`config.mk`:
```
export PLATFORM = sky130hd
export DESIGN_NAME = pbwc_wiper_ctrl
export DESIGN_NICKNAME = d
export VERILOG_FILES = /design/src/include/pbwc_pkg.sv /design/src/hdl/pbwc_wiper_ctrl.sv
export SDC_FILE = /design/constraint.sdc
export NUM_CORES = 1
export LEC_CHECK = 0
export BUFFER_PORTS_ARGS = -buffer_cell sky130_fd_sc_hd__buf_4
export CORE_ASPECT_RATIO = 1.2
export CORE_MARGIN = 2
export CORE_UTILIZATION = 56
export CTS_CLUSTER_SIZE = 40
export DETAILED_ROUTE_END_ITERATION = 12
export PLACE_DENSITY = 0.8
export SYNTH_ARGS = -nofsm -noshare
export SYNTH_HDL_FRONTEND = slang
export SYNTH_SLANG_ARGS = --single-unit
```
`constraint.sdc`:
```
create_clock -name core_clk -period 4.9 [get_ports core_clk]
set_input_delay 0.49 -clock core_clk [delete_from_list [all_inputs] [get_ports core_clk]]
set_output_delay 0.49 -clock core_clk [all_outputs]
set_load 0.01 [all_outputs]
```
`src/include/pbwc_pkg.sv`:
```
// constants and types for the push-button wiper control block
// assumes a 100 MHz core clock and a simple nonvolatile store port outside
package pbwc_pkg;
  localparam int CLK_HZ = 100_000_000;
  localparam int TICK_US = 1000;
  // one tick per millisecond from the free-running timebase
  localparam int TICK_CYCLES = CLK_HZ / 1_000_000 * TICK_US;
  localparam int DEBOUNCE_MS = 15;
  localparam int REPEAT_START_MS = 250;
  localparam int SLOW_PERIOD_MS = 250;
  localparam int FAST_AFTER_MS = 1000;
  localparam int FAST_PERIOD_MS = 50;
  localparam int IDLE_SAVE_MS = 2000;
  localparam int SHUTDOWN_MS = 2000;
  localparam int MS_W = 12;
  localparam int POS_W = 5;
  localparam int TAPS = 32;
  localparam logic [POS_W-1:0] POS_MAX = 5'h1f;
  localparam logic [POS_W-1:0] POS_MIN = 5'h00;
  localparam logic [POS_W-1:0] POS_RESET = 5'h10;

  typedef enum logic [2:0] {
    PBWC_IDLE, PBWC_HOLD, PBWC_MULTI, PBWC_SAVE, PBWC_SHUT, PBWC_WAKE
  } pbwc_state_e;

  // the three debounced button levels, true while pressed
  typedef struct packed {
    logic up;
    logic down;
    logic store;
  } pbwc_btn_s;
endpackage

```
`src/hdl/pbwc_wiper_ctrl.sv`:
```
// push-button wiper control: debounce, auto-repeat, save, recall, shutdown
// assumes an outside nonvolatile store that answers a write with a done pulse
// and presents its saved value on nv_rd_data from reset release onward
`timescale 1ns/10ps
module pbwc_wiper_ctrl #(
  // cycles per millisecond tick; a bench may shrink it to keep runs short
  parameter int TICK_CYCLES = pbwc_pkg::TICK_CYCLES
) (
  input wire logic core_clk,
  input wire logic sys_rst,
  input wire logic step_up_button_n,
  input wire logic step_down_button_n,
  input wire logic store_mode_select_n,
  input wire logic [pbwc_pkg::POS_W-1:0] nv_rd_data,
  input wire logic nv_wr_done,
  output logic nv_wr_start,
  output logic [pbwc_pkg::POS_W-1:0] nv_wr_data,
  output logic [pbwc_pkg::TAPS-1:0] tap_select,
  output logic chain_top_terminal,
  output logic [pbwc_pkg::POS_W-1:0] wiper_pos
);

  ////////////////////////////////////////////////////////////////////////
  // pin synchronisers, two flops each
  logic [2:0] sync1_reg;
  logic [2:0] sync2_reg;
  always_ff @(posedge core_clk or posedge sys_rst)
  begin
    if (sys_rst)
    begin
      sync1_reg <= 3'h7;
      sync2_reg <= 3'h7;
    end
    else
    begin
      sync1_reg <= {step_up_button_n, step_down_button_n, store_mode_select_n};
      sync2_reg <= sync1_reg;
    end
  end

  ////////////////////////////////////////////////////////////////////////
  // millisecond tick from a single free-running counter
  logic [16:0] tick_cnt_reg;
  logic tick_reg;
  always_ff @(posedge core_clk or posedge sys_rst)
  begin
    if (sys_rst)
    begin
      tick_cnt_reg <= '0;
      tick_reg <= 1'b0;
    end
    else if (tick_cnt_reg == 17'(TICK_CYCLES - 1))
    begin
      tick_cnt_reg <= '0;
      tick_reg <= 1'b1;
    end
    else
    begin
      tick_cnt_reg <= tick_cnt_reg + 17'h0001;
      tick_reg <= 1'b0;
    end
  end

  ////////////////////////////////////////////////////////////////////////
  // debounce: a level is accepted after it stays put for the interval
  logic [2:0] raw_press;
  assign raw_press = ~sync2_reg; // active low pins
  logic [2:0] db_reg;
  logic [4:0] db_cnt_reg [3];
  genvar g;
  generate
    for (g = 0; g < 3; g++)
    begin : g_db
      always_ff @(posedge core_clk or posedge sys_rst)
      begin
        if (sys_rst)
        begin
          db_reg[g] <= 1'b0;
          db_cnt_reg[g] <= '0;
        end
        else if (raw_press[g] == db_reg[g])
          db_cnt_reg[g] <= '0;
        else if (tick_reg)
        begin
          // glitches shorter than the interval reset the count
          if (db_cnt_reg[g] == 5'(pbwc_pkg::DEBOUNCE_MS - 1))
          begin
            db_reg[g] <= raw_press[g];
            db_cnt_reg[g] <= '0;
          end
          else
            db_cnt_reg[g] <= db_cnt_reg[g] + 5'h01;
        end
      end
    end
  endgenerate
  pbwc_pkg::pbwc_btn_s btn;
  assign btn = '{up: db_reg[2], down: db_reg[1], store: db_reg[0]};

  // raw-level skew between the two step inputs for the shutdown window
  logic [4:0] skew_cnt_reg;
  logic skew_bad_reg;
  always_ff @(posedge core_clk or posedge sys_rst)
  begin
    if (sys_rst)
    begin
      skew_cnt_reg <= '0;
      skew_bad_reg <= 1'b0;
    end
    else
    begin
      if (raw_press[2] == raw_press[1])
        skew_cnt_reg <= '0;
      else if (tick_reg && skew_cnt_reg != 5'(pbwc_pkg::DEBOUNCE_MS))
        skew_cnt_reg <= skew_cnt_reg + 5'h01;
      if (!raw_press[2] && !raw_press[1])
        skew_bad_reg <= 1'b0;
      else if (raw_press[2] != raw_press[1] && skew_cnt_reg == 5'(pbwc_pkg::DEBOUNCE_MS))
        skew_bad_reg <= 1'b1;
    end
  end

  ////////////////////////////////////////////////////////////////////////
  // power-up capture of the store mode and the lock-out it implies
  logic auto_mode_reg;
  logic captured_reg;
  logic [1:0] settle_reg;
  logic lockout_reg;
  logic store_q_reg;
  always_ff @(posedge core_clk or posedge sys_rst)
  begin
    if (sys_rst)
    begin
      auto_mode_reg <= 1'b0;
      captured_reg <= 1'b0;
      settle_reg <= 2'h0;
      lockout_reg <= 1'b0;
      store_q_reg <= 1'b0;
    end
    else
    begin
      store_q_reg <= btn.store;
      if (!captured_reg)
      begin
        // strap taken only once the synchroniser holds the real pin level
        settle_reg <= {settle_reg[0], 1'b1};
        captured_reg <= settle_reg[1];
        auto_mode_reg <= raw_press[0];
      end
      else if (!auto_mode_reg)
        lockout_reg <= btn.store;
    end
  end
  logic manual_save;
  assign manual_save = !auto_mode_reg && captured_reg && store_q_reg && !btn.store;
  // in auto mode the store pin is a strap, not a button
  logic store_act;
  assign store_act = btn.store && !auto_mode_reg;

  ////////////////////////////////////////////////////////////////////////
  // main control state machine
  pbwc_pkg::pbwc_state_e state_reg;
  logic [pbwc_pkg::MS_W-1:0] hold_ms_reg;
  logic [pbwc_pkg::MS_W-1:0] rep_ms_reg;
  logic [pbwc_pkg::MS_W-1:0] idle_ms_reg;
  logic [pbwc_pkg::POS_W-1:0] pos_reg;
  logic dirty_reg;
  logic shut_reg;
  logic nv_start_reg;
  logic loaded_reg;
  logic step_up_now;
  logic step_dn_now;
  logic any_btn;
  logic both_steps;
  assign any_btn = btn.up || btn.down || store_act;
  assign both_steps = btn.up && btn.down;

  always_ff @(posedge core_clk or posedge sys_rst)
  begin
    if (sys_rst)
    begin
      state_reg <= pbwc_pkg::PBWC_IDLE;
      hold_ms_reg <= '0;
      rep_ms_reg <= '0;
      step_up_now <= 1'b0;
      step_dn_now <= 1'b0;
      shut_reg <= 1'b0;
    end
    else
    begin
      step_up_now <= 1'b0;
      step_dn_now <= 1'b0;
      unique case (state_reg)
        pbwc_pkg::PBWC_IDLE:
        begin
          hold_ms_reg <= '0;
          rep_ms_reg <= '0;
          if (nv_start_reg)
            state_reg <= pbwc_pkg::PBWC_SAVE;
          else if (btn.up && btn.down)
            state_reg <= pbwc_pkg::PBWC_MULTI;
          else if ((btn.up || btn.down) && !lockout_reg && loaded_reg)
          begin
            if (store_act)
              state_reg <= pbwc_pkg::PBWC_MULTI;
            else
            begin
              step_up_now <= btn.up; // first step of a press
              step_dn_now <= btn.down;
              state_reg <= pbwc_pkg::PBWC_HOLD;
            end
          end
        end
        pbwc_pkg::PBWC_HOLD:
        begin
          if (!(btn.up || btn.down))
            state_reg <= pbwc_pkg::PBWC_IDLE;
          else if (both_steps || store_act)
            state_reg <= pbwc_pkg::PBWC_MULTI;
          else if (tick_reg)
          begin
            if (hold_ms_reg != '1)
              hold_ms_reg <= hold_ms_reg + 12'h001;
            rep_ms_reg <= rep_ms_reg + 12'h001;
            // repeat begins past 250 ms, slow until 1 s, fast after
            if (hold_ms_reg < 12'(pbwc_pkg::FAST_AFTER_MS))
            begin
              if (rep_ms_reg == 12'(pbwc_pkg::SLOW_PERIOD_MS - 1))
              begin
                rep_ms_reg <= '0;
                step_up_now <= btn.up && raw_press[2]; // no step once the pin lets go
                step_dn_now <= btn.down && raw_press[1];
              end
            end
            else if (rep_ms_reg >= 12'(pbwc_pkg::FAST_PERIOD_MS - 1))
            begin
              rep_ms_reg <= '0;
              step_up_now <= btn.up && raw_press[2];
              step_dn_now <= btn.down && raw_press[1];
            end
          end
        end
        pbwc_pkg::PBWC_MULTI:
        begin
          // both steps held together from a clean start count toward shutdown
          if (both_steps && !store_act && !skew_bad_reg)
          begin
            if (tick_reg)
              hold_ms_reg <= hold_ms_reg + 12'h001;
            if (hold_ms_reg == 12'(pbwc_pkg::SHUTDOWN_MS))
            begin
              shut_reg <= 1'b1;
              state_reg <= pbwc_pkg::PBWC_WAKE;
            end
          end
          else
            hold_ms_reg <= '0;
          if (!any_btn)
            state_reg <= pbwc_pkg::PBWC_IDLE; // commands discarded
        end
        pbwc_pkg::PBWC_SAVE:
        begin
          // inputs ignored until the write finishes
          if (nv_wr_done)
            state_reg <= pbwc_pkg::PBWC_IDLE;
        end
        pbwc_pkg::PBWC_WAKE:
        begin
          // wait for all buttons to be released before shutdown can exit
          if (!any_btn)
            state_reg <= pbwc_pkg::PBWC_SHUT;
        end
        pbwc_pkg::PBWC_SHUT:
        begin
          // exit only restores, the press makes no step
          if (any_btn)
          begin
            shut_reg <= 1'b0;
            state_reg <= pbwc_pkg::PBWC_MULTI;
          end
        end
      endcase
    end
  end

  ////////////////////////////////////////////////////////////////////////
  // position counter with saturation and power-up recall
  always_ff @(posedge core_clk or posedge sys_rst)
  begin
    if (sys_rst)
    begin
      pos_reg <= pbwc_pkg::POS_RESET;
      loaded_reg <= 1'b0;
    end
    else if (!loaded_reg)
    begin
      pos_reg <= nv_rd_data;
      loaded_reg <= 1'b1;
    end
    else if (shut_reg)
      pos_reg <= pos_reg;
    else if (step_up_now && pos_reg != pbwc_pkg::POS_MAX)
      pos_reg <= pos_reg + 5'h01;
    else if (step_dn_now && pos_reg != pbwc_pkg::POS_MIN)
      pos_reg <= pos_reg - 5'h01;
  end

  ////////////////////////////////////////////////////////////////////////
  // save requests: idle timer in auto mode, store release in manual mode
  always_ff @(posedge core_clk or posedge sys_rst)
  begin
    if (sys_rst)
    begin
      idle_ms_reg <= '0;
      dirty_reg <= 1'b0;
      nv_start_reg <= 1'b0;
      nv_wr_data <= '0;
    end
    else
    begin
      nv_start_reg <= 1'b0;
      if (step_up_now || step_dn_now)
        dirty_reg <= 1'b1;
      if (btn.up || btn.down)
        idle_ms_reg <= '0;
      else if (tick_reg && idle_ms_reg != 12'(pbwc_pkg::IDLE_SAVE_MS))
        idle_ms_reg <= idle_ms_reg + 12'h001;
      if (state_reg == pbwc_pkg::PBWC_IDLE && !nv_start_reg && !shut_reg)
      begin
        // in auto mode only a changed position is written, to spare endurance; a manual store released in PBWC_IDLE writes even an unchanged one
        if (auto_mode_reg && dirty_reg
            && idle_ms_reg == 12'(pbwc_pkg::IDLE_SAVE_MS))
        begin
          nv_start_reg <= 1'b1;
          nv_wr_data <= pos_reg;
          dirty_reg <= 1'b0;
        end
        else if (manual_save)
        begin
          nv_start_reg <= 1'b1;
          nv_wr_data <= pos_reg;
        end
      end
    end
  end
  assign nv_wr_start = nv_start_reg;

  ////////////////////////////////////////////////////////////////////////
  // tap decode, one-hot; shutdown forces the lowest tap and opens the top
  always_ff @(posedge core_clk or posedge sys_rst)
  begin
    if (sys_rst)
    begin
      tap_select <= 32'h0000_0001 << pbwc_pkg::POS_RESET;
      chain_top_terminal <= 1'b1;
      wiper_pos <= pbwc_pkg::POS_RESET;
    end
    else
    begin
      wiper_pos <= shut_reg ? pbwc_pkg::POS_MIN : pos_reg;
      tap_select <= 32'h0000_0001 << (shut_reg ? pbwc_pkg::POS_MIN : pos_reg);
      chain_top_terminal <= !shut_reg;
    end
  end

endmodule

```
==> run_summary.xml <==
<?xml version="1.0" encoding="UTF-8"?>
<metrics>
  <group name="cts">
    <metric name="clock-root-buffer" unit="">clkbuf_16</metric>
    <metric name="cts_tree" unit="">built</metric>
    <metric name="cts_buffer_depth" unit="">2</metric>
    <metric name="cts.reportedPaths.clkPinSlew" unit="ns">0.06</metric>
    <metric name="cts_num_sinks" unit="">147</metric>
    <metric name="htree_num_levels" unit="">4</metric>
    <metric name="post_cts_repair_timing_setup_buffer_count" unit="">0</metric>
    <metric name="tritoncts.num_buffers" unit="">17</metric>
    <metric name="worst_skew_pair.late_latency" unit="ns">0.41</metric>
    <metric name="cts.repair.resized" unit="">0</metric>
    <metric name="cts_hold_buffers" unit="">0</metric>
  </group>
  <group name="final_layout">
    <metric name="commonest_cells_after_routing_fill_and_taps_aside" unit="">dfrtp_1 (137), nor2_1 (72), nand2_1 (63), buf_4 (56), inv_1 (39)</metric>
    <metric name="multiInputGateArea" unit="mm^2">0.00304</metric>
    <metric name="diodes" unit="">0</metric>
    <metric name="largest_register_ffs" unit="">32</metric>
    <metric name="layout.cells.most_common" unit="">dfrtp_1</metric>
    <metric name="area_delta_synth_final" unit="%">16.3</metric>
    <metric name="final-seq-area" unit="mm^2">0.00369</metric>
    <metric name="fin_nets" unit="">777</metric>
    <metric name="stdcell_area" unit="mm^2">0.00810</metric>
    <metric name="layout.filler_cells" unit="">912</metric>
    <metric name="layout-drive-gt1-share" unit="">0.159</metric>
  </group>
  <group name="drt">
    <metric name="dr_wl_met3" unit="um">643</metric>
    <metric name="route.detailed.drc" unit="">0</metric>
    <metric name="met2WireLength" unit="mm">6.93</metric>
    <metric name="drt-met1-wl" unit="mm">5.82</metric>
    <metric name="highest_layer" unit="">met4</metric>
    <metric name="totalWireLength" unit="mm">13.6</metric>
    <metric name="post_drt_wl_per_cell" unit="um">14.9</metric>
    <metric name="detail_route.iter0.violations" unit="">379</metric>
    <metric name="drt_pre_antenna_iters" unit="">5</metric>
    <metric name="post_drt_via_cell_ratio" unit="">5.81</metric>
    <metric name="ant_nets" unit="">0</metric>
    <metric name="vias" unit="">5331</metric>
  </group>
  <group name="setup_path">
    <metric name="crit_chain" unit="">ha_1 &gt; nor4b_1 &gt; o211ai_1 &gt; mux2i_1 &gt; nand3b_1 &gt; o311ai_1</metric>
    <metric name="worst-path-max-fanout" unit="">13</metric>
    <metric name="critical_path.slowest_cell" unit="">mux2i_1</metric>
    <metric name="critical_path_buf_inv_count" unit="">0</metric>
    <metric name="worst_setup_path_end_kind" unit="">register</metric>
    <metric name="worst-endpoint-required" unit="ns">5.20</metric>
    <metric name="timing_worst_setup_path_type" unit="">register to register</metric>
    <metric name="timing.critical_path.from_type" unit="">register</metric>
    <metric name="critical_path.max_stage_delay" unit="ns">0.86</metric>
    <metric name="critical_path.top_delay_family" unit="">simple AND/OR/NAND/NOR gates</metric>
    <metric name="arrival" unit="ns">3.41</metric>
  </group>
  <group name="timing">
    <metric name="fmaxAchievable" unit="GHz">0.321</metric>
    <metric name="final_period_minus_worst_setup_slack" unit="ns">3.11</metric>
    <metric name="rsz0062_at_grt" unit="">false</metric>
    <metric name="timing.final.hold_violations" unit="">0</metric>
    <metric name="fin_worst_skew" unit="ns">0.00723</metric>
    <metric name="report.final.slew_viol_count" unit="">0</metric>
    <metric name="worst_tran_pin_value" unit="ns">1.08</metric>
    <metric name="slew-limit-headroom" unit="">0.260</metric>
    <metric name="finalSetupTns" unit="ns">0</metric>
    <metric name="timing.final.crit_share" unit="">0.636</metric>
    <metric name="report.final.setup_viol" unit="">0</metric>
  </group>
  <group name="run">
    <metric name="cap_viol_max_count" unit="">0</metric>
  </group>
  <group name="placement">
    <metric name="portBuffers" unit="">54</metric>
    <metric name="dpl.hpwl" unit="mm">9.49</metric>
    <metric name="detailed_place.area" unit="mm^2">0.00750</metric>
    <metric name="routability_driven_placement_congestion_ratio" unit="">0.889</metric>
  </group>
  <group name="die">
    <metric name="std_cell_rows" unit="">44</metric>
    <metric name="floorplan.die.width" unit="um">106</metric>
    <metric name="io-pin-count" unit="">55</metric>
    <metric name="start_util" unit="">0.575</metric>
    <metric name="die_h" unit="um">126</metric>
    <metric name="core-area" unit="mm^2">0.0121</metric>
    <metric name="die_area" unit="mm^2">0.0134</metric>
  </group>
  <group name="synth">
    <metric name="mappedNetlistNets" unit="">723</metric>
    <metric name="synth.avg_cell_area" unit="um^2">10.1</metric>
    <metric name="post_synth_num_cell_types" unit="">62</metric>
    <metric name="ys.flop_type" unit="">dfrtp_1</metric>
    <metric name="yosys_reg_bits" unit="">147</metric>
    <metric name="yosys_warnings" unit="">0</metric>
    <metric name="synth.cell_area" unit="mm^2">0.00697</metric>
    <metric name="ys_async_sr_fraction" unit="">1.00</metric>
    <metric name="number_of_enable_type_register_cells_in_the_synthesized_netlist" unit="">0</metric>
    <metric name="seq_area_frac_synth" unit="">0.530</metric>
    <metric name="syn-instance-count" unit="">689</metric>
  </group>
  <group name="global_route">
    <metric name="first_pass_grt_wire_length" unit="mm">23.9</metric>
    <metric name="grt.overflow.total" unit="">0</metric>
    <metric name="antenna_found_initial" unit="">0</metric>
    <metric name="track_usage" unit="">0.220</metric>
    <metric name="via_count_of_the_first_global_routing_pass" unit="">5202</metric>
    <metric name="grt_max_degree" unit="">110</metric>
  </group>
  <group name="run_status">
    <metric name="run_status" unit="">finished clean</metric>
  </group>
  <group name="power">
    <metric name="irDropWorstVdd" unit="uV">217</metric>
    <metric name="power.leakage" unit="nW">3.71</metric>
    <metric name="sequential_share_of_power" unit="">0.440</metric>
    <metric name="combPwrFrac" unit="">0.133</metric>
    <metric name="power_frac_clock" unit="">0.428</metric>
    <metric name="p_int" unit="mW">2.20</metric>
    <metric name="overall_power_after_layout" unit="mW">3.00</metric>
    <metric name="p_sw" unit="mW">0.807</metric>
    <metric name="power_per_cell_area" unit="mW/mm^2">371</metric>
    <metric name="power_switching_share" unit="">0.269</metric>
  </group>
  <group name="worst_hold_path">
    <metric name="hp-class" unit="">input port to register</metric>
  </group>
</metrics>
==> logic make-up (layout without fill, tap and decap cells) <==
logic type / count (synthesis) / after routing / synth area share
simple gates: 287 / 287 / 0.213
mux: 14 / 14 / 0.0244
flops: 147 / 147 / 0.530
fa+ha+maj: 23 / 23 / 0.0424
other cells: 1 / 1 / 0.000538
xor+xnor: 33 / 33 / 0.0415
compound gates: 123 / 123 / 0.114
buf+inv: 61 / 128 / 0.0341
==> area by class of cell <==
cell class / instances / area share
sequential: 147 / 0.456
multi-input combinational: 481 / 0.375
clock buffer: 20 / 0.0576
timing repair buffer: 56 / 0.0519
tap: 161 / 0.0249
inverter: 40 / 0.0192
clock inverter: 12 / 0.0161
==> power groups by stage <==
stage | Sequential (mW) | Clock, mW | Combinational (mW)
after global placement | 1.33 | 0 | 0.375
after detailed placement | 1.34 | 0 | 0.392
after global routing | 1.33 | 1.37 | 0.442
after CTS | 1.32 | 1.31 | 0.396
after floorplan | 1.32 | 0 | 0.303
final | 1.32 | 1.28 | 0.399
==> worst paths after layout <==
path	from	to	slack, ns	cells after the start
worst max-delay path	rep_ms_reg[0]	rep_ms_reg[9]	1.79	6
worst min-delay path	step_down_button_n	sync1_reg[1]	0.18	1
worst max register to register	rep_ms_reg[0]	rep_ms_reg[9]	1.79	6
worst min register to register	sync1_reg[1]	sync2_reg[1]	0.36	0
max in group asynchronous	sys_rst	tap_select[16]	3.55	3
min in group asynchronous	sys_rst	rep_ms_reg[5]	0.29	2
==> layer usage <==
| layer | up-vias | track usage |
|---|---|---|
| li1 | 2548 | - |
| met1 | 2571 | 0.276 |
| met2 | 186 | 0.372 |
| met3 | 26 | 0.0502 |
| met4 | 0 | 0.0805 |
| met5 | - | 0 |
==> synth_stat cells, drive strengths merged, types with 15 or more instances <==
library cell / count / area (um^2)
inv: 40 / 150
xor2: 19 / 166
nand4: 17 / 106
or3: 15 / 93.8
nor2: 72 / 270
ha: 22 / 275
dfrtp: 137 / 3430
nand3: 36 / 180
nand2: 63 / 236
o21ai: 41 / 205
a21oi: 25 / 125
==> metrics by stage <==
stage	hold WS [ns]	setup WS [ns]	utilization	std cells
global route	0.162	1.63	0.669	917
detailed placement	0.347	1.87	0.620	885
CTS	0.168	1.85	0.669	917
global placement	0.345	2.04	0.620	885
floorplan	0.345	0.475	-	689
finish	0.178	1.79	0.669	917
No activity file was read; power rests on OpenSTA's default activity.
